<file path="config.mk">
export PLATFORM = sky130hd
export DESIGN_NAME = ftm_fan_tach_monitor
export DESIGN_NICKNAME = d
export VERILOG_FILES = /design/src/rtl/ftm_pkg.sv /design/src/rtl/ftm_tach_chan.sv /design/src/rtl/ftm_pwm_tick.sv /design/src/rtl/ftm_fan_tach_monitor.sv
export SDC_FILE = /design/constraint.sdc
export NUM_CORES = 1
export LEC_CHECK = 0
export BUFFER_PORTS_ARGS = -buffer_cell sky130_fd_sc_hd__buf_2
export CAP_MARGIN = 0
export CORE_MARGIN = 2
export CORE_UTILIZATION = 60
export DETAILED_ROUTE_END_ITERATION = 16
export GPL_ROUTABILITY_DRIVEN = 1
export PLACE_DENSITY = 0.78
export SLEW_MARGIN = 5
export SYNTH_ARGS = -nofsm -noshare
export SYNTH_HDL_FRONTEND = slang
export SYNTH_SLANG_ARGS = --single-unit
</file>
<file path="constraint.sdc">
create_clock -name core_clk -period 6.05 [get_ports core_clk]
set_input_delay 1.21 -clock core_clk [delete_from_list [all_inputs] [get_ports core_clk]]
set_output_delay 1.21 -clock core_clk [all_outputs]
set_load 0.01 [all_outputs]
</file>
<file path="src/rtl/ftm_pkg.sv">
package ftm_pkg;
  // Core clock and derived rates
  localparam int unsigned CORE_CLK_HZ   = 10_000_000;
  localparam int unsigned INT_32K_HZ    = 32_765;
  localparam int unsigned INT_32K_DIV   = CORE_CLK_HZ / INT_32K_HZ;
  // PWM output rates, multiplier off; the duty generator steps 64 times per period
  localparam int unsigned PWM_STEPS     = 64;
  localparam int unsigned PWM_F00_HZ    = 15_625;
  localparam int unsigned PWM_F01_HZ    = 23_438;
  localparam int unsigned PWM_F10_HZ    = 40;
  localparam int unsigned PWM_F11_HZ    = 60;
  localparam int unsigned PWM_DIV00     = CORE_CLK_HZ / (PWM_STEPS * PWM_F00_HZ);
  localparam int unsigned PWM_DIV01     = CORE_CLK_HZ / (PWM_STEPS * PWM_F01_HZ);
  localparam int unsigned PWM_DIV10     = CORE_CLK_HZ / (PWM_STEPS * PWM_F10_HZ);
  localparam int unsigned PWM_DIV11     = CORE_CLK_HZ / (PWM_STEPS * PWM_F11_HZ);
  localparam int unsigned PWM_CNT_W     = 12;
  // Register offsets
  localparam logic [7:0] OFF_WAKE_STS   = 8'h50;
  localparam logic [7:0] OFF_WAKE_EN    = 8'h51;
  localparam logic [7:0] OFF_SMGT_STS   = 8'h52;
  localparam logic [7:0] OFF_SMGT_EN    = 8'h53;
  localparam logic [7:0] OFF_CLK32_CFG  = 8'h54;
  localparam logic [7:0] OFF_DUTY1      = 8'h56;
  localparam logic [7:0] OFF_DUTY2      = 8'h57;
  localparam logic [7:0] OFF_FAN_CTRL   = 8'h58;
  localparam logic [7:0] OFF_PRELOAD1   = 8'h59;
  localparam logic [7:0] OFF_PRELOAD2   = 8'h5A;
  localparam logic [7:0] OFF_COUNT1     = 8'h5B;
  localparam logic [7:0] OFF_COUNT2     = 8'h5C;
  // Fan control field positions
  localparam int unsigned FC_DIV1_LSB   = 6;
  localparam int unsigned FC_DIV2_LSB   = 4;
  localparam int unsigned FC_MUL1_BIT   = 3;
  localparam int unsigned FC_MUL2_BIT   = 2;
  localparam int unsigned FC_SRC1_BIT   = 1;
  localparam int unsigned FC_SRC2_BIT   = 0;
  // Duty register, clock config and event bit field positions
  localparam int unsigned DUTY_CSEL_BIT = 7;
  localparam int unsigned CLK32_SEL_BIT = 0;
  localparam int unsigned EVT_FAN1_BIT  = 0;
  localparam int unsigned EVT_FAN2_BIT  = 1;
  // Reset values
  localparam logic [7:0] FAN_CTRL_RST   = 8'h50;
  localparam logic [7:0] DUTY_RST       = 8'h00;
  localparam logic [7:0] PRELOAD_RST    = 8'h00;
  localparam logic [7:0] CLK32_CFG_RST  = 8'h00;
  localparam logic [1:0] EVT_RST        = 2'h0;
endpackage

</file>
<file path="src/rtl/ftm_tach_chan.sv">
`timescale 1ns/1ns
module ftm_tach_chan
  import ftm_pkg::*;
#(
  parameter int unsigned CNT_W = 8
) (
  input  wire logic             core_clk,
  input  wire logic             rst_n,
  input  wire logic             count_tick,
  input  wire logic             tach_rise,
  input  wire logic             preload_wr,
  input  wire logic [CNT_W-1:0] preload,
  input  wire logic [1:0]       div_sel,
  output logic      [CNT_W-1:0] count_q,
  output logic                  thresh_pulse_q
);
  logic [2:0] pre_q;
  logic [2:0] pre_limit;
  logic       restart;
  logic       hit;
  logic       hit_q;

  // Divisor 1, 2, 4 or 8
  assign pre_limit = 3'((4'h1 << div_sel) - 4'h1);
  assign restart   = tach_rise | preload_wr;
  assign hit       = &count_q[CNT_W-1:CNT_W-2];

  always_ff @(posedge core_clk) begin
    if (!rst_n) begin
      pre_q   <= 3'h0;
      count_q <= '0;
    end else if (restart) begin
      pre_q   <= 3'h0;
      count_q <= preload;
    end else if (count_tick) begin
      if (pre_q == pre_limit) begin
        pre_q <= 3'h0;
        if (count_q != {CNT_W{1'b1}}) begin
          count_q <= count_q + 1'b1;
        end
      end else begin
        pre_q <= pre_q + 3'h1;
      end
    end
  end

  // One pulse as the count enters the top quarter
  always_ff @(posedge core_clk) begin
    if (!rst_n) begin
      hit_q          <= 1'b0;
      thresh_pulse_q <= 1'b0;
    end else begin
      hit_q          <= hit;
      thresh_pulse_q <= hit & ~hit_q;
    end
  end
endmodule // ftm_tach_chan

</file>
<file path="src/rtl/ftm_pwm_tick.sv">
`timescale 1ns/1ns
module ftm_pwm_tick
  import ftm_pkg::*;
(
  input  wire logic core_clk,
  input  wire logic rst_n,
  input  wire logic src_sel,
  input  wire logic clk_sel,
  input  wire logic mult,
  output logic      step_q
);
  logic [PWM_CNT_W-1:0] cnt_q;
  logic [PWM_CNT_W-1:0] base_div;
  logic [PWM_CNT_W-1:0] limit;

  always_comb begin
    case ({src_sel, clk_sel})
      2'b00:   base_div = PWM_CNT_W'(PWM_DIV00);
      2'b01:   base_div = PWM_CNT_W'(PWM_DIV01);
      2'b10:   base_div = PWM_CNT_W'(PWM_DIV10);
      default: base_div = PWM_CNT_W'(PWM_DIV11);
    endcase
  end

  // Doubling halves the step period; odd dividers round down
  assign limit = (mult ? (base_div >> 1) : base_div) - 1'b1;

  always_ff @(posedge core_clk) begin
    if (!rst_n) begin
      cnt_q  <= '0;
      step_q <= 1'b0;
    end else if (cnt_q >= limit) begin
      cnt_q  <= '0;
      step_q <= 1'b1;
    end else begin
      cnt_q  <= cnt_q + 1'b1;
      step_q <= 1'b0;
    end
  end
endmodule // ftm_pwm_tick

</file>
<file path="src/rtl/ftm_fan_tach_monitor.sv">
`timescale 1ns/1ns
module ftm_fan_tach_monitor
  import ftm_pkg::*;
#(
  parameter int unsigned CNT_W = 8
) (
  input  wire logic       core_clk,
  input  wire logic       rst_n,
  input  wire logic       tach_input_one,
  input  wire logic       tach_input_two,
  input  wire logic       ext_32k_clock_pin,
  input  wire logic [7:0] io_addr,
  input  wire logic       io_wr,
  input  wire logic       io_rd,
  input  wire logic [7:0] io_wdata,
  output logic      [7:0] io_rdata_q,
  output logic            wake_event,
  output logic            sysmgmt_event,
  output logic            fan1_pwm_step,
  output logic            fan2_pwm_step
);
  localparam int unsigned NSYNC = 3;

  logic [7:0]       fan_divisor_clock_control_q;
  logic [7:0]       duty1_q;
  logic [7:0]       duty2_q;
  logic [CNT_W-1:0] preload1_q;
  logic [CNT_W-1:0] preload2_q;
  logic [7:0]       clock32_config_reg_q;
  logic [1:0]       wake_enable_reg_1_q;
  logic [1:0]       sysmgmt_enable_reg_5_q;
  logic [1:0]       wake_sts_q;
  logic [1:0]       smgt_sts_q;
  logic [1:0]       evt_set;
  logic             clock32_present_select;

  logic [NSYNC-1:0] pin_in;
  logic [NSYNC-1:0] s1_q;
  logic [NSYNC-1:0] s2_q;
  logic [NSYNC-1:0] s3_q;
  logic [NSYNC-1:0] lvl_q;
  logic [NSYNC-1:0] rise_q;

  logic [8:0]       int32_cnt_q;
  logic             int32_tick_q;
  logic             count_tick;

  logic [CNT_W-1:0] count1;
  logic [CNT_W-1:0] count2;
  logic             thr1;
  logic             thr2;
  logic             wr_fc;
  logic             wr_pl1;
  logic             wr_pl2;
  logic             wr_duty1;
  logic             wr_duty2;
  logic             wr_clk32;
  logic             wr_wen;
  logic             wr_sen;
  logic             wr_wsts;
  logic             wr_ssts;
  logic [CNT_W-1:0] pl1_val;
  logic [CNT_W-1:0] pl2_val;
  logic [7:0]       rd_mux;

  assign pin_in = {ext_32k_clock_pin, tach_input_two, tach_input_one};

  // Three-stage synchronisers; a level is accepted once stages two and three agree
  always_ff @(posedge core_clk) begin
    if (!rst_n) begin
      s1_q <= '0;
      s2_q <= '0;
      s3_q <= '0;
    end else begin
      s1_q <= pin_in;
      s2_q <= s1_q;
      s3_q <= s2_q;
    end
  end

  always_ff @(posedge core_clk) begin
    if (!rst_n) begin
      lvl_q  <= '0;
      rise_q <= '0;
    end else begin
      for (int i = 0; i < NSYNC; i++) begin
        rise_q[i] <= (s2_q[i] == s3_q[i]) & s3_q[i] & ~lvl_q[i];
        if (s2_q[i] == s3_q[i]) begin
          lvl_q[i] <= s3_q[i];
        end
      end
    end
  end

  // Internal 32 kHz stand-in derived from the core clock
  always_ff @(posedge core_clk) begin
    if (!rst_n) begin
      int32_cnt_q  <= 9'h000;
      int32_tick_q <= 1'b0;
    end else if (int32_cnt_q == 9'(INT_32K_DIV - 1)) begin
      int32_cnt_q  <= 9'h000;
      int32_tick_q <= 1'b1;
    end else begin
      int32_cnt_q  <= int32_cnt_q + 9'h001;
      int32_tick_q <= 1'b0;
    end
  end

  // External pin only usable when software says it is fitted
  assign clock32_present_select = clock32_config_reg_q[CLK32_SEL_BIT];
  assign count_tick = clock32_present_select ? rise_q[2] : int32_tick_q;

  assign wr_fc    = io_wr & (io_addr == OFF_FAN_CTRL);
  assign wr_pl1   = io_wr & (io_addr == OFF_PRELOAD1);
  assign wr_pl2   = io_wr & (io_addr == OFF_PRELOAD2);
  assign wr_duty1 = io_wr & (io_addr == OFF_DUTY1);
  assign wr_duty2 = io_wr & (io_addr == OFF_DUTY2);
  assign wr_clk32 = io_wr & (io_addr == OFF_CLK32_CFG);
  assign wr_wen   = io_wr & (io_addr == OFF_WAKE_EN);
  assign wr_sen   = io_wr & (io_addr == OFF_SMGT_EN);
  assign wr_wsts  = io_wr & (io_addr == OFF_WAKE_STS);
  assign wr_ssts  = io_wr & (io_addr == OFF_SMGT_STS);

  // Restart from the byte being written; the stored copy only lands at this edge
  assign pl1_val = wr_pl1 ? io_wdata[CNT_W-1:0] : preload1_q;
  assign pl2_val = wr_pl2 ? io_wdata[CNT_W-1:0] : preload2_q;

  always_ff @(posedge core_clk) begin
    if (!rst_n) begin
      fan_divisor_clock_control_q <= FAN_CTRL_RST;
    end else if (wr_fc) begin
      fan_divisor_clock_control_q <= io_wdata;
    end
  end

  always_ff @(posedge core_clk) begin
    if (!rst_n) begin
      duty1_q <= DUTY_RST;
    end else if (wr_duty1) begin
      duty1_q <= io_wdata;
    end
  end

  always_ff @(posedge core_clk) begin
    if (!rst_n) begin
      duty2_q <= DUTY_RST;
    end else if (wr_duty2) begin
      duty2_q <= io_wdata;
    end
  end

  always_ff @(posedge core_clk) begin
    if (!rst_n) begin
      preload1_q <= CNT_W'(PRELOAD_RST);
    end else if (wr_pl1) begin
      preload1_q <= io_wdata[CNT_W-1:0];
    end
  end

  always_ff @(posedge core_clk) begin
    if (!rst_n) begin
      preload2_q <= CNT_W'(PRELOAD_RST);
    end else if (wr_pl2) begin
      preload2_q <= io_wdata[CNT_W-1:0];
    end
  end

  always_ff @(posedge core_clk) begin
    if (!rst_n) begin
      clock32_config_reg_q <= CLK32_CFG_RST;
    end else if (wr_clk32) begin
      clock32_config_reg_q <= {7'h00, io_wdata[CLK32_SEL_BIT]};
    end
  end

  always_ff @(posedge core_clk) begin
    if (!rst_n) begin
      wake_enable_reg_1_q <= EVT_RST;
    end else if (wr_wen) begin
      wake_enable_reg_1_q <= io_wdata[1:0];
    end
  end

  always_ff @(posedge core_clk) begin
    if (!rst_n) begin
      sysmgmt_enable_reg_5_q <= EVT_RST;
    end else if (wr_sen) begin
      sysmgmt_enable_reg_5_q <= io_wdata[1:0];
    end
  end

  ftm_tach_chan #(
    .CNT_W          (CNT_W)
  ) u_tach1 (
    .core_clk       (core_clk),
    .rst_n          (rst_n),
    .count_tick     (count_tick),
    .tach_rise      (rise_q[0]),
    .preload_wr     (wr_pl1),
    .preload        (pl1_val),
    .div_sel        (fan_divisor_clock_control_q[FC_DIV1_LSB +: 2]),
    .count_q        (count1),
    .thresh_pulse_q (thr1)
  );

  ftm_tach_chan #(
    .CNT_W          (CNT_W)
  ) u_tach2 (
    .core_clk       (core_clk),
    .rst_n          (rst_n),
    .count_tick     (count_tick),
    .tach_rise      (rise_q[1]),
    .preload_wr     (wr_pl2),
    .preload        (pl2_val),
    .div_sel        (fan_divisor_clock_control_q[FC_DIV2_LSB +: 2]),
    .count_q        (count2),
    .thresh_pulse_q (thr2)
  );

  assign evt_set[EVT_FAN1_BIT] = thr1;
  assign evt_set[EVT_FAN2_BIT] = thr2;

  // Write one to clear; a new event in the same cycle wins
  always_ff @(posedge core_clk) begin
    if (!rst_n) begin
      wake_sts_q <= EVT_RST;
    end else if (wr_wsts) begin
      wake_sts_q <= (wake_sts_q & ~io_wdata[1:0]) | evt_set;
    end else begin
      wake_sts_q <= wake_sts_q | evt_set;
    end
  end

  always_ff @(posedge core_clk) begin
    if (!rst_n) begin
      smgt_sts_q <= EVT_RST;
    end else if (wr_ssts) begin
      smgt_sts_q <= (smgt_sts_q & ~io_wdata[1:0]) | evt_set;
    end else begin
      smgt_sts_q <= smgt_sts_q | evt_set;
    end
  end

  assign wake_event    = |(wake_sts_q & wake_enable_reg_1_q);
  assign sysmgmt_event = |(smgt_sts_q & sysmgmt_enable_reg_5_q);

  ftm_pwm_tick u_pwm1 (
    .core_clk (core_clk),
    .rst_n    (rst_n),
    .src_sel  (fan_divisor_clock_control_q[FC_SRC1_BIT]),
    .clk_sel  (duty1_q[DUTY_CSEL_BIT]),
    .mult     (fan_divisor_clock_control_q[FC_MUL1_BIT]),
    .step_q   (fan1_pwm_step)
  );

  ftm_pwm_tick u_pwm2 (
    .core_clk (core_clk),
    .rst_n    (rst_n),
    .src_sel  (fan_divisor_clock_control_q[FC_SRC2_BIT]),
    .clk_sel  (duty2_q[DUTY_CSEL_BIT]),
    .mult     (fan_divisor_clock_control_q[FC_MUL2_BIT]),
    .step_q   (fan2_pwm_step)
  );

  // Unmapped offsets read as zero
  always_comb begin
    rd_mux = 8'h00;
    case (io_addr)
      OFF_WAKE_STS:  rd_mux = {6'h00, wake_sts_q};
      OFF_WAKE_EN:   rd_mux = {6'h00, wake_enable_reg_1_q};
      OFF_SMGT_STS:  rd_mux = {6'h00, smgt_sts_q};
      OFF_SMGT_EN:   rd_mux = {6'h00, sysmgmt_enable_reg_5_q};
      OFF_CLK32_CFG: rd_mux = clock32_config_reg_q;
      OFF_DUTY1:     rd_mux = duty1_q;
      OFF_DUTY2:     rd_mux = duty2_q;
      OFF_FAN_CTRL:  rd_mux = fan_divisor_clock_control_q;
      OFF_PRELOAD1:  rd_mux = 8'(preload1_q);
      OFF_PRELOAD2:  rd_mux = 8'(preload2_q);
      OFF_COUNT1:    rd_mux = 8'(count1);
      OFF_COUNT2:    rd_mux = 8'(count2);
      default:       rd_mux = 8'h00;
    endcase
  end

  always_ff @(posedge core_clk) begin
    if (!rst_n) begin
      io_rdata_q <= 8'h00;
    end else if (io_rd) begin
      io_rdata_q <= rd_mux;
    end
  end
endmodule // ftm_fan_tach_monitor

</file>
==> metrics.txt, run 1 <==
# TYPE chip_impl_metric gauge
chip_impl_info{name="post_synth_main_area_contributors",value="dfxtp_1 (38%), mux2i_1 (8.3%), ha_1 (8.1%), nor2_1 (5.8%), nand2_1 (4.0%)"} 1
chip_impl_metric{name="first_iteration_detailed_routing_drc_count",unit=""} 604
chip_impl_info{name="mostFrequentLayoutCell",value="dfxtp_1"} 1
chip_impl_metric{name="postSynthRegisterBits",unit=""} 134
chip_impl_metric{name="synth_enable_flop_cells",unit=""} 0
chip_impl_metric{name="flow.area_growth_from_synthesis",unit="%"} 10.82
chip_impl_metric{name="clock_sink_count",unit=""} 134
chip_impl_metric{name="die_height",unit="um"} 111.8
chip_impl_metric{name="initial_utilization",unit="%"} 61.34
chip_impl_info{name="ys.flop_type",value="dfxtp_1"} 1
chip_impl_metric{name="routed_wire_length_per_instance",unit="um"} 17.17
chip_impl_metric{name="synthesis.area_per_instance",unit="um2"} 8.696
chip_impl_info{name="clk_root_buffer_cell",value="clkbuf_16"} 1
chip_impl_metric{name="relSlewSlack",unit="%"} 20.84
chip_impl_metric{name="ff_latch_area",unit="um2"} 2683
chip_impl_metric{name="ant_nets",unit=""} 0
chip_impl_metric{name="route.vias.total",unit=""} 5766
chip_impl_metric{name="design.core.area",unit="um2"} 11370
chip_impl_metric{name="viasPerCell",unit=""} 5.914
chip_impl_metric{name="static_leakage",unit="uW"} 0.003322
chip_impl_metric{name="fin_tns_setup",unit="ns"} 0
chip_impl_metric{name="grt_antenna_before_repair",unit=""} 0
chip_impl_metric{name="synth_top_area_share",unit="%"} 38.46
chip_impl_metric{name="detail_route.wirelength.met1",unit="um"} 6987
chip_impl_metric{name="r2r_depth",unit=""} 10
chip_impl_metric{name="port_buffers",unit=""} 34
chip_impl_info{name="startpoint_class_of_the_critical_path",value="input port"} 1
chip_impl_info{name="largest_area_contributor_in_the_synthesized_netlist",value="dfxtp_1"} 1
chip_impl_info{name="holdCritPathClass",value="reg -> reg"} 1
chip_impl_metric{name="clock_tree.buffer_depth",unit=""} 2
chip_impl_info{name="layout.cells.most_common_list",value="dfxtp_1 (134), nor2_1 (108), nand2_1 (75), mux2i_1 (58), ha_1 (45)"} 1
chip_impl_metric{name="nNetsFinal",unit=""} 887
chip_impl_metric{name="finalSetupViolations",unit=""} 0
chip_impl_metric{name="worst_ep_required_time",unit="ns"} 6.35
chip_impl_metric{name="fraction_of_final_layout_cells_with_drive_strength_greater_than_1",unit="%"} 10.46
chip_impl_metric{name="global_route.overflow_total",unit=""} 0
chip_impl_info{name="tritoncts_clock_tree",value="done"} 1
chip_impl_metric{name="finalHoldViolCount",unit=""} 0
chip_impl_metric{name="post_cts.repair.setup_buffers",unit=""} 0
chip_impl_metric{name="synth-async-reset-ratio",unit="%"} 0
chip_impl_metric{name="fillers",unit=""} 924
chip_impl_metric{name="synth_sequential_area_ratio",unit="%"} 38.46
chip_impl_metric{name="post_cts_resized",unit=""} 0
chip_impl_info{name="dr.max_layer_used",value="met4"} 1
chip_impl_metric{name="wl_met2",unit="um"} 8251
chip_impl_metric{name="hold_depth",unit=""} 1
chip_impl_metric{name="grt_max_degree",unit=""} 56
chip_impl_metric{name="number_of_ports_placed_on_the_die_boundary",unit=""} 35
chip_impl_metric{name="worst_clock_skew",unit="ns"} 0.01342
chip_impl_metric{name="final.min_clock_period",unit="ns"} 3.551
chip_impl_metric{name="place.detailed.hpwl",unit="um"} 11870
chip_impl_metric{name="pwr_density_cell",unit="nW/um2"} 252.5
chip_impl_info{name="result_of_the_run",value="finished, final reports clean"} 1
chip_impl_metric{name="die_area",unit="um2"} 12500
chip_impl_metric{name="route.detailed.drc",unit=""} 0
chip_impl_metric{name="postCtsHoldBufs",unit=""} 0
chip_impl_metric{name="maxCapViolCount",unit=""} 0
chip_impl_metric{name="global_route.usage.total",unit="%"} 27.26
chip_impl_metric{name="final_worst_setup_slack",unit="ns"} 2.499
chip_impl_metric{name="row_count",unit=""} 39
chip_impl_metric{name="worst-slew-pin-transition",unit="ns"} 1.171
chip_impl_info{name="worst_setup_path_class",value="in -> reg"} 1
chip_impl_metric{name="yosysUniqueCellTypes",unit=""} 68
chip_impl_metric{name="vdd_ir_drop_max",unit="V"} 0.0002296
chip_impl_metric{name="path_clk_slew",unit="ns"} 0.06
chip_impl_metric{name="cts-buffers-inserted",unit=""} 17
chip_impl_metric{name="timing.critical_path.fanout_max",unit=""} 15
chip_impl_info{name="worstSetupEndpointType",value="flop"} 1
chip_impl_metric{name="cts_htree_levels",unit=""} 4
chip_impl_metric{name="route.met3.wl",unit="um"} 967
chip_impl_metric{name="floorplan.die.width",unit="um"} 111.8
chip_impl_metric{name="vias_in_the_first_global_route",unit=""} 5559
chip_impl_metric{name="post_synth_inst_count",unit=""} 802
chip_impl_metric{name="area_of_the_multi_input_gates",unit="um2"} 4038
chip_impl_metric{name="drt_pre_antenna_iters",unit=""} 5
chip_impl_metric{name="timing.fmax",unit="MHz"} 281.6
chip_impl_info{name="rsz0062_at_grt",value="no"} 1
chip_impl_metric{name="worst-endpoint-arrival",unit="ns"} 3.85
chip_impl_metric{name="syn_warnings",unit=""} 0
chip_impl_metric{name="total_standard_cell_area_after_synthesis",unit="um2"} 6974
chip_impl_metric{name="p_total",unit="uW"} 1952
chip_impl_metric{name="layout_worst_path_cycle_share",unit="%"} 58.69
chip_impl_metric{name="drv_slew",unit=""} 0
chip_impl_metric{name="placement.setup.worst_slack",unit="ns"} 2.154
chip_impl_metric{name="place_congestion",unit=""} 0.9261
chip_impl_metric{name="grt_pass1_wl",unit="um"} 27250
chip_impl_metric{name="routed_wirelength",unit="um"} 16740
chip_impl_metric{name="synth.net_count",unit=""} 870
chip_impl_metric{name="clk-insertion-delay-late",unit="ns"} 0.43
chip_impl_metric{name="antennaDiodeCount",unit=""} 0
## through the flow
stage	std cells	util [%]	hold WS (ns)	instance area, um2
floorplan	802	-	0.3674	6974
global placement	943	63.07	0.3732	7171
detailed placement	943	63.07	0.3762	7171
CTS	975	67.98	0.3863	7729
global route	975	67.98	0.4031	7729
finish	975	67.98	0.3860	7729
## cells in the mapped netlist, types with 5 or more instances
cell type and count:
mux2i_1 58, a21oi_1 44, nand2_1 75, inv_1 18, nand3b_1 5, a21o_1 6, nor2_1 108, and3_1 16
nand4_1 9, a22oi_1 5, nand3_1 31, xnor2_1 22, clkbuf_1 25, ha_1 45, nand2b_1 5, nor3_1 11
buf_2 6, nor4_1 6, o21ai_0 32, and2_1 13, a31oi_1 7, dfxtp_1 134, o211ai_1 6, nor2b_1 19
xor2_1 21
## cell type report
type,count,share of cell area [%]
Clock buffer,18,5.553
Clock inverter,14,1.667
Inverter,19,0.9228
Multi-Input combinational cell,609,52.24
Sequential cell,134,34.71
Tap cell,143,2.315
Timing Repair Buffer,38,2.590
## metal layers
metal | vias up | GRT usage [%]
li1 | 2823 | -
met4 | 0 | 12.84
met3 | 40 | 6.151
met1 | 2701 | 33.18
met2 | 202 | 45.86
met5 | - | 0
## worst paths after layout
check	startpoint	end	slack (ns)
min	u_tach2.hit_q$_SDFF_PN0_	u_tach2.thresh_pulse_q$_SDFF_PN0_	0.39
min reg2reg	u_tach2.hit_q$_SDFF_PN0_	u_tach2.thresh_pulse_q$_SDFF_PN0_	0.39
max	io_addr[5]	u_tach1.count_q[4]$_SDFFE_PN0P_	2.50
max reg2reg	fan_divisor_clock_control_q[1]$_SDFFE_PN0P_	u_pwm1.cnt_q[8]$_SDFF_PP0_	3.16
## flip-flops by register name, summed over array words and instances, names as in the netlist, 2 cells and up
| signal | count |
|---|---|
| u_pwm1.cnt_q | 12 |
| u_pwm2.cnt_q | 12 |
| int32_cnt_q | 9 |
| duty1_q | 8 |
| duty2_q | 8 |
| fan_divisor_clock_control_q | 8 |
| io_rdata_q | 8 |
| preload1_q | 8 |
| preload2_q | 8 |
| u_tach1.count_q | 8 |
| u_tach2.count_q | 8 |
| lvl_q | 3 |
| rise_q | 3 |
| s1_q | 3 |
| s2_q | 3 |
| s3_q | 3 |
| u_tach1.pre_q | 3 |
| u_tach2.pre_q | 3 |
| smgt_sts_q | 2 |
| sysmgmt_enable_reg_5_q | 2 |
| wake_enable_reg_1_q | 2 |
| wake_sts_q | 2 |
## worst max-delay path: stages
cell and delay, ns:
buf_2 0.10, nor4bb_1 0.98, and2_1 0.68, nand3_4 0.32, mux2i_1 0.31, o21ai_0 0.10, a21boi_0 0.14
## report_power, final
part | internal, uW | switching (uW) | total, uW
clock network | 566 | 399 | 965
registers | 892 | 8.48 | 900
logic | 29.3 | 57.3 | 86.6
## kinds of logic (layout without fill, tap and decap cells)
kind of cell	count (synthesis)	in the layout	share of synthesized area, %
AOI/OAI and AO/OA	134	134	12.47
buffers and inverters	59	89	3.642
adders and majority gates	45	45	8.073
DFF	134	134	38.46
and+or+nand+nor	324	324	22.66
muxes	63	63	9.293
xor gates and xnor gates	43	43	5.400
No activity file was read; power rests on OpenSTA's default activity.
==> run 2: changes to the inputs <==
- CORE_UTILIZATION: 60 -> 56
- PLACE_DENSITY: 0.78 -> 0.77
- clock period: 6.05 -> 3.2 ns (I/O delays scaled with it)
==> run 2 against run 1 <==
- hold slack lost 0.0012 ns
- first-iteration DRC count shrank 25%
- design area grew 2.2%
- combinational power grew 99%
- sequential share of layout area shrank 0.75 points
- sequential cell count is the same
- clock power grew 110%
- via count grew 2.2%
- non-clock buffer count grew 12
- critical path type is now reg -> reg
==> metrics.txt, run 2 (synthesis results as in run 1) <==
# TYPE chip_impl_metric gauge
chip_impl_info{name="result_of_the_run",value="finished, final reports clean"} 1
chip_impl_metric{name="routed_wire_length_per_instance",unit="um"} 16.91
chip_impl_info{name="critical_path.endpoint",value="u_pwm2.cnt_q[3]$_SDFF_PP0_"} 1
chip_impl_metric{name="worst-slew-pin-transition",unit="ns"} 0.5670
chip_impl_info{name="regs_by_ff_count",value="u_pwm1.cnt_q x12, u_pwm2.cnt_q x12, int32_cnt_q x9"} 1
chip_impl_metric{name="floorplan.die.width",unit="um"} 115.6
chip_impl_metric{name="finalSetupViolations",unit=""} 0
chip_impl_metric{name="viasPerCell",unit=""} 5.829
chip_impl_metric{name="grt_max_degree",unit=""} 45
chip_impl_metric{name="first_iteration_detailed_routing_drc_count",unit=""} 452
chip_impl_metric{name="final.min_clock_period",unit="ns"} 2.848
chip_impl_metric{name="timing.fmax",unit="MHz"} 351.1
chip_impl_info{name="worstSetupEndpointType",value="flop"} 1
chip_impl_metric{name="cpPeakStageDelay",unit="ns"} 0.48
chip_impl_metric{name="worst_ep_required_time",unit="ns"} 3.55
chip_impl_metric{name="worst-endpoint-arrival",unit="ns"} 3.20
chip_impl_metric{name="static_leakage",unit="uW"} 0.003401
chip_impl_metric{name="route.vias.total",unit=""} 5893
chip_impl_info{name="rsz0062_at_grt",value="no"} 1
chip_impl_metric{name="fraction_of_the_core_area_covered_by_cells_at_the_end_of_the_flow",unit="%"} 65.50
chip_impl_metric{name="drt_pre_antenna_iters",unit=""} 5
chip_impl_metric{name="cts_htree_levels",unit=""} 4
chip_impl_metric{name="antennaDiodeCount",unit=""} 0
chip_impl_info{name="startpoint_class_of_the_critical_path",value="flop"} 1
chip_impl_metric{name="relSlewSlack",unit="%"} 62.20
chip_impl_metric{name="vias_in_the_first_global_route",unit=""} 5747
chip_impl_metric{name="pwr_density_cell",unit="nW/um2"} 488.9
chip_impl_metric{name="finalHoldViolCount",unit=""} 0
chip_impl_info{name="regToRegStartpoint",value="fan_divisor_clock_control_q[0]$_SDFFE_PN0P_"} 1
chip_impl_metric{name="route.detailed.drc",unit=""} 0
chip_impl_metric{name="place.detailed.hpwl",unit="um"} 12430
chip_impl_metric{name="place_congestion",unit=""} 0.9391
chip_impl_metric{name="postCtsHoldBufs",unit=""} 0
chip_impl_metric{name="layout.cells.non_filler",unit=""} 1011
chip_impl_metric{name="port_buffers",unit=""} 34
chip_impl_metric{name="layout_worst_path_cycle_share",unit="%"} 89.01
chip_impl_metric{name="fraction_of_final_layout_cells_with_drive_strength_greater_than_1",unit="%"} 11.74
chip_impl_metric{name="clk-insertion-delay-late",unit="ns"} 0.43
chip_impl_metric{name="flow.area_growth_from_synthesis",unit="%"} 13.28
chip_impl_metric{name="global_route.usage.total",unit="%"} 27.02
chip_impl_metric{name="clock_sink_count",unit=""} 134
chip_impl_metric{name="ant_nets",unit=""} 0
chip_impl_metric{name="drv_slew",unit=""} 0
chip_impl_metric{name="worst_clock_skew",unit="ns"} 0.009261
chip_impl_metric{name="grt_antenna_before_repair",unit=""} 0
chip_impl_metric{name="design.core.area",unit="um2"} 12060
chip_impl_metric{name="routed_wirelength",unit="um"} 17100
chip_impl_metric{name="timing.critical_path.fanout_max",unit=""} 11
chip_impl_metric{name="die_area",unit="um2"} 13360
chip_impl_info{name="layout.cells.most_common_list",value="dfxtp_1 (134), nor2_1 (108), nand2_1 (74), mux2i_1 (58), ha_1 (45)"} 1
chip_impl_info{name="cp-startpoint",value="fan_divisor_clock_control_q[0]$_SDFFE_PN0P_"} 1
chip_impl_metric{name="clock_tree.buffer_depth",unit=""} 2
chip_impl_metric{name="fillers",unit=""} 1000
chip_impl_metric{name="die_height",unit="um"} 115.6
chip_impl_metric{name="r2r_depth",unit=""} 9
chip_impl_info{name="worst_setup_path_class",value="reg -> reg"} 1
chip_impl_info{name="tritoncts_clock_tree",value="done"} 1
chip_impl_metric{name="area_of_the_multi_input_gates",unit="um2"} 4040
chip_impl_info{name="cp_cell_sequence",value="ha_1 > nor2_1 > xor2_1 > mux2_2 > ha_1 > a211o_1 > a211oi_1 > nand2_2 > nor2_1"} 1
chip_impl_metric{name="nNetsFinal",unit=""} 899
chip_impl_metric{name="grt_pass1_wl",unit="um"} 28180
chip_impl_metric{name="maxCapViolCount",unit=""} 0
chip_impl_metric{name="fin_hold_ws",unit="ns"} 0.3848
chip_impl_info{name="mostFrequentLayoutCell",value="dfxtp_1"} 1
chip_impl_metric{name="path_clk_slew",unit="ns"} 0.06
chip_impl_info{name="critical-path-slowest-cell",value="a211oi_1"} 1
chip_impl_metric{name="cts-buffers-inserted",unit=""} 17
chip_impl_metric{name="row_count",unit=""} 40
chip_impl_info{name="holdCritPathClass",value="reg -> reg"} 1
chip_impl_metric{name="fin_tns_setup",unit="ns"} 0
chip_impl_metric{name="vdd_ir_drop_max",unit="V"} 0.0005224
chip_impl_metric{name="initial_utilization",unit="%"} 57.82
chip_impl_metric{name="dp.cells",unit=""} 980
chip_impl_metric{name="number_of_ports_placed_on_the_die_boundary",unit=""} 35
chip_impl_metric{name="global_route.overflow_total",unit=""} 0
chip_impl_metric{name="rrSetupSlack",unit="ns"} 0.35
chip_impl_metric{name="ff_latch_area",unit="um2"} 2683
chip_impl_info{name="clk_root_buffer_cell",value="clkbuf_16"} 1
chip_impl_info{name="worstReg2RegEnd",value="u_pwm2.cnt_q[3]$_SDFF_PP0_"} 1
## run 2: changes by cell type in the layout (fill, tap and decap cells not counted)
cell	before	now
inv_8	0	1
clkinv_2	3	0
nand2_2	1	2
inv_6	2	1
bufinv_16	1	3
nand2_1	75	74
buf_4	4	16
## run 2: how the worst min path moves through the flow
stage                                         from                                 to  slack (ns)  cells past startpoint
after global routing      u_tach2.hit_q$_SDFF_PN0_  u_tach2.thresh_pulse_q$_SDFF_PN0_        0.40                      1
after floorplan           u_tach1.hit_q$_SDFF_PN0_  u_tach1.thresh_pulse_q$_SDFF_PN0_        0.37                      1
after CTS                 u_tach2.hit_q$_SDFF_PN0_  u_tach2.thresh_pulse_q$_SDFF_PN0_        0.39                      1
final                     u_tach2.hit_q$_SDFF_PN0_  u_tach2.thresh_pulse_q$_SDFF_PN0_        0.38                      1
after global placement    u_tach2.hit_q$_SDFF_PN0_  u_tach2.thresh_pulse_q$_SDFF_PN0_        0.37                      1
after detailed placement  u_tach1.hit_q$_SDFF_PN0_  u_tach1.thresh_pulse_q$_SDFF_PN0_        0.38                      1
## run 2: cell type report
type,instances,area share (%)
multi-input cells,609,51.14
inverters,19,0.9028
flip-flops and latches,134,33.96
repair buffers,50,3.674
clock buffers,18,5.432
well taps,168,2.661
clock inverters,13,2.233
## run 2: metal layers
layer / global-route usage (%) / routed length [um] / vias to the layer above
li1: - / - / 2860
met1: 31.33 / 7013 / 2799
met2: 46.51 / 8442 / 184
met3: 6.015 / 898 / 50
met4: 14.46 / 742 / 0
met5: 0 / 0 / -
## run 2: critical path, delay by kind of cell, from the launching register on
kind                     cells  cell delay, ns
AO/OA/AOI/OAI                2            0.75
XOR/XNOR                     1            0.15
adder cells (fa/ha/maj)      2            0.62
flip-flops                   1            0.46
multiplexers                 1            0.27
AND/OR/NAND/NOR              3            0.52
## run 2: through the flow
stage	setup slack, ns	total power (uW)	cell area [um2]
6_report	0.3517	3862	7900
5_1_grt	0.1047	3980	7900
4_1_cts	0.2752	3889	7898
3_5_place_dp	0.2966	1907	7292
3_3_place_gp	0.4271	1898	7292
2_1_floorplan	0.7833	1844	6974
## run 2: power by group
part           internal [uW]  total, uW  switching (uW)  leakage [uW]
Clock                   1230       1990             756      0.000285
Combinational           61.6        172             111       0.00203
Sequential              1690       1700            16.1       0.00108
## run 2: repair_timing
action | 4_1_cts | 5_1_grt
gates resized for setup | 0 | 1
buffers inserted | 0 | 0
setup endpoints to repair | 0 | 5
endpoints found under the hold margin | 0 | 0
